## src/pbt_pkg.sv

```systemverilog
// pbt_pkg: offsets, reset values and widths for the prescaler and base timer
// assumes: APB slave with 32-bit data and one clock, mclk at 100 MHz
package pbt_pkg;
    localparam int          PBT_AW        = 12;
    // printed offsets are register indices; byte address is index times four
    localparam logic [9:0]  PRESCALE_IDX  = 10'h029;
    localparam logic [9:0]  TICK_EN_IDX   = 10'h02a;
    localparam logic [9:0]  TICK_FLAG_IDX = 10'h02b;
    localparam logic [9:0]  ADJ_RELOAD_IDX = 10'h02c;
    localparam logic [9:0]  PENDING_IDX   = 10'h02d;
    localparam int          CLEAR_BIT     = 7;
    localparam int          RUN_BIT       = 6;
    localparam int          NUM_SRC       = 6;
    localparam int          NUM_RATES     = 8;
    localparam int          NUM_FIXED     = 7;
    localparam int          TAP_BIT [NUM_SRC] = '{0, 1, 2, 3, 5, 7};
    localparam logic [7:0]  PRESCALE_RST  = 8'h00;
    localparam logic [7:0]  TICK_EN_RST   = 8'h00;
    localparam logic [7:0]  TICK_FLAG_RST = 8'h00;
    localparam logic [7:0]  ADJ_RELOAD_RST = 8'hff;
    localparam int          BASE_DIV_DEF  = 1000;
    localparam logic [4:0]  TICK_PRIORITY = 5'h0f;
    localparam logic [15:0] TICK_VEC_LO   = 16'h7fec;
    localparam logic [15:0] TICK_VEC_HI   = 16'h7fed;

    typedef enum logic [1:0] {
        APB_IDLE   = 2'b00,
        APB_SETUP  = 2'b01,
        APB_ACCESS = 2'b10
    } pbt_apb_state_type;
endpackage : pbt_pkg

```

## src/pbt_rate_chain.sv

```systemverilog
// pbt_rate_chain: divider plus cascaded binary sub-counters for fixed rates
// assumes: single clock domain, pulses are one mclk cycle wide
`timescale 1ns/1ps
module pbt_rate_chain
    import pbt_pkg::*;
#(
    parameter int BASE_DIV = BASE_DIV_DEF,
    parameter int NFIX     = NUM_FIXED
) (
    input  wire logic            mclk,
    input  wire logic            reset_n,
    output logic                 baseTick,
    output logic [NFIX-1:0]      fixedTick
);
    // refuse settings that the 16-bit divider or the chain cannot serve
    if (BASE_DIV < 2 || BASE_DIV > 65536 || NFIX < 1) begin : g_bad_param
        $error("pbt_rate_chain: bad parameters");
    end

    logic [15:0]     divCnt_r;
    logic [NFIX-1:0] stage_r;
    logic [NFIX:0]   carry;

    // front divider sets the base tick period
    always_ff @(posedge mclk or negedge reset_n) begin
        if (!reset_n) begin
            divCnt_r <= 16'h0000;
            baseTick <= 1'b0;
        end else begin
            baseTick <= (divCnt_r == 16'(BASE_DIV - 1));
            divCnt_r <= (divCnt_r == 16'(BASE_DIV - 1)) ? 16'h0000 : divCnt_r + 16'h0001;
        end
    end

    assign carry[0] = baseTick;

    // each sub-counter halves the rate of the one before it
    genvar i;
    generate
        for (i = 0; i < NFIX; i++) begin : g_stage
            assign carry[i+1] = carry[i] & stage_r[i];
            always_ff @(posedge mclk or negedge reset_n) begin
                if (!reset_n) begin
                    stage_r[i]   <= 1'b0;
                    fixedTick[i] <= 1'b0;
                end else begin
                    if (carry[i]) stage_r[i] <= ~stage_r[i];
                    fixedTick[i] <= carry[i+1];
                end
            end
        end
    endgenerate
endmodule : pbt_rate_chain

```

## src/pbt_adj_counter.sv

```systemverilog
// pbt_adj_counter: sub-counter with software reload for the adjustable rate
// assumes: step is a one-cycle pulse, reload may change at any time
`timescale 1ns/1ps
module pbt_adj_counter #(
    parameter int W = 8
) (
    input  wire logic         mclk,
    input  wire logic         reset_n,
    input  wire logic         step,
    input  wire logic [W-1:0] reloadVal,
    output logic              tickOut
);
    // refuse widths the reload port cannot serve
    if (W < 1 || W > 16) begin : g_bad_width
        $error("pbt_adj_counter: bad width");
    end

    logic [W-1:0] cnt_r;

    // wraps after reloadVal+1 steps; a reload lowered below cnt wraps at the top
    always_ff @(posedge mclk or negedge reset_n) begin
        if (!reset_n) begin
            cnt_r   <= '0;
            tickOut <= 1'b0;
        end else begin
            tickOut <= step && (cnt_r == reloadVal);
            if (step) cnt_r <= (cnt_r == reloadVal) ? '0 : cnt_r + 1'b1;
        end
    end
endmodule : pbt_adj_counter

```

## src/pbt_timer_top.sv

```systemverilog
// pbt_timer_top: prescaler for the 12-bit timers and the base tick timer
// assumes: APB master per the protocol, interrupt controller on tickIrq/tickPending
//
// The APB interface to the registers is this design's own decision.
`timescale 1ns/1ps
module pbt_timer_top
    import pbt_pkg::*;
#(
    parameter int BASE_DIV = BASE_DIV_DEF
) (
    input  wire logic              mclk,
    input  wire logic              reset_n,
    input  wire logic              psel,
    input  wire logic              penable,
    input  wire logic              pwrite,
    input  wire logic [PBT_AW-1:0] paddr,
    input  wire logic [31:0]       pwdata,
    output logic [31:0]            prdata,
    output logic                   pready,
    output logic                   pslverr,
    output logic [NUM_SRC-1:0]     timerClkTick,
    output logic [NUM_RATES-1:0]   rateTick,
    output logic                   tickIrq,
    output logic                   tickPending,
    output logic                   tickWake,
    input  wire logic              serviceEnter,
    output logic [4:0]             tickPriority,
    output logic [15:0]            tickVector
);
    // the divider counter is 16 bits wide, so larger divisions cannot be served
    if (BASE_DIV < 2 || BASE_DIV > 65536) begin : g_bad_div
        $error("pbt_timer_top: BASE_DIV out of range");
    end

    pbt_apb_state_type apbState_r;
    pbt_apb_state_type apbState_nxt;
    logic [7:0]           prescaleCnt_r;
    logic                 prescaleRun_r;
    logic [7:0]           tickEn_r;
    logic [7:0]           tickFlag_r;
    logic [7:0]           adjReload_r;
    logic                 irqPending_r;
    logic [NUM_SRC-1:0]   srcTick_r;
    logic                 baseTick;
    logic [NUM_FIXED-1:0] fixedTick;
    logic                 adjTick;
    logic [9:0]           regIdx;
    logic                 selPrescale;
    logic                 selTickEn;
    logic                 selTickFlag;
    logic                 selAdj;
    logic                 selPending;
    logic                 mapped;
    logic                 wrAccess;
    logic                 rdSetup;
    logic [7:0]           enabledEvt;
    logic [7:0]           newFlags;
    logic [7:0]           flagClear;

    // address decode on word index
    assign regIdx      = paddr[PBT_AW-1:2];
    assign selPrescale = (regIdx == PRESCALE_IDX);
    assign selTickEn   = (regIdx == TICK_EN_IDX);
    assign selTickFlag = (regIdx == TICK_FLAG_IDX);
    assign selAdj      = (regIdx == ADJ_RELOAD_IDX);
    assign selPending  = (regIdx == PENDING_IDX);
    assign mapped      = selPrescale | selTickEn | selTickFlag | selAdj | selPending;

    // zero wait states: every access completes in its first access cycle
    assign pready   = 1'b1;
    assign pslverr  = psel & penable & ~mapped;
    assign wrAccess = psel & penable & pwrite & mapped;
    assign rdSetup  = psel & ~penable & ~pwrite;

    // phase tracker; feeds the check that every access follows a setup cycle
    always_comb begin
        case (apbState_r)
            APB_IDLE:   apbState_nxt = psel ? APB_SETUP : APB_IDLE;
            APB_SETUP:  apbState_nxt = APB_ACCESS;
            APB_ACCESS: apbState_nxt = psel && !penable ? APB_SETUP : (psel ? APB_ACCESS : APB_IDLE);
            default:    apbState_nxt = APB_IDLE;
        endcase
    end

    always_ff @(posedge mclk or negedge reset_n) begin
        if (!reset_n) apbState_r <= APB_IDLE;
        else          apbState_r <= apbState_nxt;
    end

    // read data captured at the setup edge so prdata comes from flops;
    // the counter value seen is the one from the setup cycle
    always_ff @(posedge mclk or negedge reset_n) begin
        if (!reset_n) begin
            prdata <= 32'h0000_0000;
        end else if (rdSetup) begin
            if (selPrescale)      prdata <= {24'h000000, prescaleCnt_r};
            else if (selTickEn)   prdata <= {24'h000000, tickEn_r};
            else if (selTickFlag) prdata <= {24'h000000, tickFlag_r};
            else if (selAdj)      prdata <= {24'h000000, adjReload_r};
            else if (selPending)  prdata <= {31'h0, irqPending_r};
            else                  prdata <= 32'h0000_0000;
        end
    end

    // prescale run bit; only bit 6 of a write is stored
    always_ff @(posedge mclk or negedge reset_n) begin
        if (!reset_n)                   prescaleRun_r <= 1'b0;
        else if (wrAccess && selPrescale) prescaleRun_r <= pwdata[RUN_BIT];
    end

    // prescale counter: clear request beats counting in the same cycle
    always_ff @(posedge mclk or negedge reset_n) begin
        if (!reset_n)                                         prescaleCnt_r <= PRESCALE_RST;
        else if (wrAccess && selPrescale && pwdata[CLEAR_BIT]) prescaleCnt_r <= 8'h00;
        else if (prescaleRun_r)                               prescaleCnt_r <= prescaleCnt_r + 8'h01;
    end

    // timer sources: one pulse each time the low stages up to a tap wrap
    genvar s;
    generate
        for (s = 0; s < NUM_SRC; s++) begin : g_src
            always_ff @(posedge mclk or negedge reset_n) begin
                if (!reset_n) srcTick_r[s] <= 1'b0;
                else          srcTick_r[s] <= prescaleRun_r && (&prescaleCnt_r[TAP_BIT[s]:0]);
            end
        end
    endgenerate
    assign timerClkTick = srcTick_r;

    // seven fixed rates from the divider chain
    pbt_rate_chain #(
        .BASE_DIV (BASE_DIV),
        .NFIX     (NUM_FIXED)
    ) u_chain (
        .mclk      (mclk),
        .reset_n   (reset_n),
        .baseTick  (baseTick),
        .fixedTick (fixedTick)
    );

    // eighth, adjustable rate steps on the base tick
    pbt_adj_counter #(
        .W (8)
    ) u_adj (
        .mclk      (mclk),
        .reset_n   (reset_n),
        .step      (baseTick),
        .reloadVal (adjReload_r),
        .tickOut   (adjTick)
    );

    assign rateTick = {adjTick, fixedTick};

    // enable and reload registers
    always_ff @(posedge mclk or negedge reset_n) begin
        if (!reset_n) begin
            tickEn_r    <= TICK_EN_RST;
            adjReload_r <= ADJ_RELOAD_RST;
        end else if (wrAccess) begin
            if (selTickEn) tickEn_r    <= pwdata[7:0];
            if (selAdj)    adjReload_r <= pwdata[7:0];
        end
    end

    // an overflow only counts when its enable bit is set
    assign enabledEvt = rateTick & tickEn_r;
    assign flagClear  = (wrAccess && selTickFlag) ? pwdata[7:0] : 8'h00;
    // a flag still set swallows a repeat of its rate until software clears it
    assign newFlags   = enabledEvt & ~tickFlag_r;

    // sticky flags, write one to clear; a set in the same cycle wins
    always_ff @(posedge mclk or negedge reset_n) begin
        if (!reset_n) tickFlag_r <= TICK_FLAG_RST;
        else          tickFlag_r <= (tickFlag_r & ~flagClear) | enabledEvt;
    end

    // interrupt level: any enabled flag still awaiting service
    assign tickIrq = |(tickFlag_r & tickEn_r);

    // pending bit toward the cpu; zero write or service entry clears, set wins
    always_ff @(posedge mclk or negedge reset_n) begin
        if (!reset_n)           irqPending_r <= 1'b0;
        else if (|newFlags)     irqPending_r <= 1'b1;
        else if (serviceEnter)  irqPending_r <= 1'b0;
        else if (wrAccess && selPending && !pwdata[0]) irqPending_r <= 1'b0;
    end

    assign tickPending  = irqPending_r;
    assign tickWake     = irqPending_r;
    assign tickPriority = TICK_PRIORITY;
    assign tickVector   = serviceEnter ? TICK_VEC_HI : TICK_VEC_LO;

    // checks
    apb_phase_a: assert property (@(posedge mclk) disable iff (!reset_n)
        psel && penable |-> apbState_r == APB_SETUP)
        else $error("access phase without a setup cycle");

    prescale_clear_a: assert property (@(posedge mclk) disable iff (!reset_n)
        wrAccess && selPrescale && pwdata[CLEAR_BIT] |=> prescaleCnt_r == 8'h00)
        else $error("prescale clear did not zero the counter");

    prescale_count_a: assert property (@(posedge mclk) disable iff (!reset_n)
        prescaleRun_r && !(wrAccess && selPrescale) |=> prescaleCnt_r == $past(prescaleCnt_r) + 8'h01)
        else $error("prescale counter did not step while running");

    prescale_hold_a: assert property (@(posedge mclk) disable iff (!reset_n)
        !prescaleRun_r && !(wrAccess && selPrescale) |=> $stable(prescaleCnt_r))
        else $error("prescale counter moved while stopped");

    prescale_read_a: assert property (@(posedge mclk) disable iff (!reset_n)
        psel && !penable && !pwrite && selPrescale ##1 psel && penable
        |-> prdata == {24'h000000, $past(prescaleCnt_r)})
        else $error("prescale read did not return the counter");

    source_run_a: assert property (@(posedge mclk) disable iff (!reset_n)
        timerClkTick != '0 |-> $past(prescaleRun_r) && $past(prescaleCnt_r[0]))
        else $error("timer source pulsed without counting");

    flag_set_a: assert property (@(posedge mclk) disable iff (!reset_n)
        enabledEvt != 8'h00 |=> (tickFlag_r & $past(enabledEvt)) == $past(enabledEvt))
        else $error("enabled overflow did not set its flag");

    flag_clear_a: assert property (@(posedge mclk) disable iff (!reset_n)
        flagClear != 8'h00 |=> (tickFlag_r & $past(flagClear & ~enabledEvt)) == 8'h00
        && (tickFlag_r & ~$past(flagClear)) == ($past(tickFlag_r | enabledEvt) & ~$past(flagClear)))
        else $error("flag clear hit the wrong bits");

    flag_gate_a: assert property (@(posedge mclk) disable iff (!reset_n)
        (tickFlag_r & ~$past(tickFlag_r)) != 8'h00 |-> ((tickFlag_r & ~$past(tickFlag_r)) & ~$past(tickEn_r)) == 8'h00)
        else $error("flag rose for a disabled rate");

    irq_raise_a: assert property (@(posedge mclk) disable iff (!reset_n)
        newFlags != 8'h00 && tickEn_r == $past(tickEn_r) |=> tickIrq || $past(wrAccess && selTickEn))
        else $error("enabled flag did not raise the interrupt");

    pending_set_a: assert property (@(posedge mclk) disable iff (!reset_n)
        newFlags != 8'h00 |=> tickPending && tickWake)
        else $error("pending bit not set by new event");

    pending_svc_a: assert property (@(posedge mclk) disable iff (!reset_n)
        serviceEnter && newFlags == 8'h00 |=> !tickPending)
        else $error("service entry did not clear pending");

    prescale_clear_c: cover property (@(posedge mclk) disable iff (!reset_n)
        wrAccess && selPrescale && pwdata[CLEAR_BIT] && prescaleCnt_r != 8'h00);

    flag_race_c: cover property (@(posedge mclk) disable iff (!reset_n)
        (flagClear & enabledEvt) != 8'h00);

    service_c: cover property (@(posedge mclk) disable iff (!reset_n)
        tickPending ##1 serviceEnter);

    adj_tick_c: cover property (@(posedge mclk) disable iff (!reset_n)
        adjTick && tickEn_r[NUM_RATES-1]);

endmodule : pbt_timer_top

```

## config.mk

```make
export PLATFORM = sky130hd
export DESIGN_NAME = pbt_timer_top
export DESIGN_NICKNAME = d
export VERILOG_FILES = /design/src/pbt_pkg.sv /design/src/pbt_rate_chain.sv /design/src/pbt_adj_counter.sv /design/src/pbt_timer_top.sv
export SDC_FILE = /design/constraint.sdc
export NUM_CORES = 1
export LEC_CHECK = 0
export ABC_AREA = 1
export BUFFER_PORTS_ARGS = -buffer_cell sky130_fd_sc_hd__buf_2
export CORE_UTILIZATION = 40
export CTS_CLUSTER_DIAMETER = 100
export DETAILED_ROUTE_END_ITERATION = 7
export GPL_ROUTABILITY_DRIVEN = 0
export PLACE_DENSITY = 0.7
export SYNTH_ARGS = -nofsm -noshare
export SYNTH_HDL_FRONTEND = slang
export SYNTH_SLANG_ARGS = --single-unit
```

## constraint.sdc

```tcl
create_clock -name mclk -period 1.4 [get_ports mclk]
set_input_delay 0.21 -clock mclk [delete_from_list [all_inputs] [get_ports mclk]]
set_output_delay 0.21 -clock mclk [all_outputs]
set_load 0.01 [all_outputs]
```

==> results.cfg <==
[setup_path]
crit_path_end_kind = output port
r2r_cells = 9
reg2reg_from = u_chain.divCnt_r[1]
crit_buf_inv = 2
max_stage_delay_ns = 0.40
r2r_end = u_chain.divCnt_r[12]
worstPathArrival_ns = 1.33
worstSetupStartpointType = flip-flop
crit_family = flip-flops
cp_max_fo = 2
cp_cell_sequence = inv_2, o22ai_2, a21oi_2, nand4_1, buf_2
r2r_slack_ns = -0.10
crit_slowest_cell = dfrtp_1
required_ns = 1.19
crit_type = reg2out

[die]
die_w_um = 112
rows = 39
io_pins = 122
start_util = 0.416
die_h_um = 112
core_um2 = 11600
die_area_um2 = 12500

[cells_and_area]
antenna_cells = 0
drive_gt1_frac = 0.367
finalNetCount = 758
area_delta_synth_final_pct = 29.5
mostFrequentLayoutCells = 118 x nand2_1, 79 x dfrtp_1, 76 x buf_4, 70 x inv_1, 49 x buf_2
stdcell_area_um2 = 6230
final_common_cell = nand2_1

[logic_synthesis]
yosys_warnings = 0
synth_cell_type_count = 38
syn_area_per_cell_um2 = 8.40
ys_seq_area_frac = 0.460
synth_ff_type = dfrtp_1
yosysTopAreaCellShare = 0.416
ys_top_cells_by_area = dfrtp_1 42%, nand2_1 10%, buf_4 8.0%
synth_edf_count = 0
synth.largest_area_cell = dfrtp_1
synth_seq_cells = 88
synthCells = 573
syn_area_um2 = 4810
synthArstFlopShare = 1.00

[routing]
drc_errors = 16
drt_wl_total_um = 11700
viasPerCell = 4.74
vias = 4035
firstDrtPassIters = 7
wl_per_cell_um = 13.7
antenna_left = 0
drtIter0Drc = 162

[timing]
period_share = 1.10
worst_slack_ns = -0.144
hold_viol_final = 0
fin_hold_ws_ns = 0.137
maxSlewViolCount = 0
finalCriticalPeriod_ns = 1.54
fmax_ghz = 0.648
grt_setup_unrepaired = yes
fin_setup_tns_ns = -0.906
finalClockSkew_ns = 0.00866
setup_viol = 20

[place]
dp_hpwl_um = 8010
portBuffers = 50
placed_cell_area_um2 = 5420
dpl_worst_slack_ns = -0.146

[clocking]
htreeDepth = 3
clk_pin_slew_ns = 0.07
clkSinkCount = 88
cts_tree = done
numCtsBuffers = 9
clkLatencyLatePin_ns = 0.34
ctsLongestPathBuffers = 2
clock-root-buffer = clkbuf_16

[outcome]
violations = DRC, setup timing
status = finished, violations left

[global_routing]
antenna_found_initial = 0
grtUsageTotal = 0.190
grt_pass1_vias = 3974
grt_pass1_wl_um = 18800
grt_max_degree = 46
grt_overflow_total = 0

[hold_path]
hold_depth = 4
hold_path.class = in2reg
hold_start = serviceEnter
min_delay_worst_endpoint = tickPending

[power]
power_uw = 5010
peakVddDrop_v = 0.000764
powerDensity_nw_per_um2 = 805
power.leakage_uw = 0.00341

[job]
cap_violations = 0
how the worst max path moves through the flow:
stage	slack, ns	end	start	depth (start not counted)
floorplan	0.003	u_chain.divCnt_r[14]	u_chain.divCnt_r[0]	9
global placement	-0.12	tickEn_r[3]	paddr[10]	9
detailed placement	-0.15	tickEn_r[7]	paddr[10]	9
CTS	-0.13	tickIrq	tickEn_r[6]	5
global route	-0.24	u_chain.divCnt_r[12]	u_chain.divCnt_r[1]	9
finish	-0.14	tickIrq	tickEn_r[7]	5
tightest hold or removal path, stage by stage:
cell,delay [ns]
buf_2,0.08
nor2_1,0.04
o21ai_1,0.06
nand2_1,0.05
through the flow:
stage | std cells | util
3_5_place_dp | 805 | 0.468
6_report | 852 | 0.539
2_1_floorplan | 616 | -
4_1_cts | 834 | 0.507
3_3_place_gp | 805 | 0.468
5_1_grt | 852 | 0.539
repair_timing:
action                                 4_1_cts  5_1_grt
pin swaps                                   11       25
cloned                                       0        0
buffers inserted                            12       20
resized for setup                           24       61
setup endpoints to repair                   16       28
endpoints found under the hold margin       22        0
hold buffers                                 1        0
power by group:
group	internal (uW)	total, uW	switching [uW]
clock	1240	2200	956
sequential	2540	2550	0.359
combinational	75.8	273	198
synth_stat cells (2+ instances only):
library cell / count
nor2_1: 52
inv_2: 3
nor2_2: 3
o21ai_0: 17
a21oi_1: 13
buf_4: 51
nor3_2: 2
nand3_4: 3
xor2_1: 23
ha_1: 4
dfrtp_1: 80
nand3_1: 23
inv_1: 80
nand2_1: 129
buf_6: 2
dfstp_2: 8
nand4_1: 18
o21ai_2: 16
nor3_1: 7
nand3_2: 2
nor4_1: 4
buf_2: 3
nor3b_1: 3
a211oi_1: 2
nand2_2: 5
o21ai_1: 3
conb_1: 2
o22ai_1: 5
sequential cells by signal, indices dropped and copies added (netlist names), 8 cells and up:
signal and count:
prescaleCnt_r 8, u_chain.divCnt_r 16, adjReload_r 8, tickEn_r 8, prdata 8, tickFlag_r 8, u_adj.cnt_r 8
layout make-up:
| cell class | count | area [um2] |
|---|---|---|
| clock buffer | 12 | 246 |
| tap | 143 | 179 |
| timing repair buffer | 134 | 942 |
| clock inverter | 4 | 20.0 |
| fill | 1035 | 5340 |
| sequential | 88 | 2210 |
| multi-input combinational | 387 | 2310 |
| inverter | 84 | 318 |
routing by layer:
metal / global-route usage / routed length (um) / vias up
li1: - / - / 1979
met1: 0.232 / 4860 / 1908
met2: 0.335 / 6050 / 132
met3: 0.0452 / 587 / 16
met4: 0.0505 / 168 / 0
met5: 0 / 0 / -
cell families after synthesis:
logic type                 after synthesis  synth area share
adders and majority gates                4            0.0104
AOI/OAI and AO/OA                       56            0.0731
and+or+nand+nor                        259             0.260
DFF                                     88             0.460
other                                    2           0.00156
xor gates and xnor gates                23            0.0419
buffers and inverters                  141             0.154
Power figures use the tool's default switching activity.
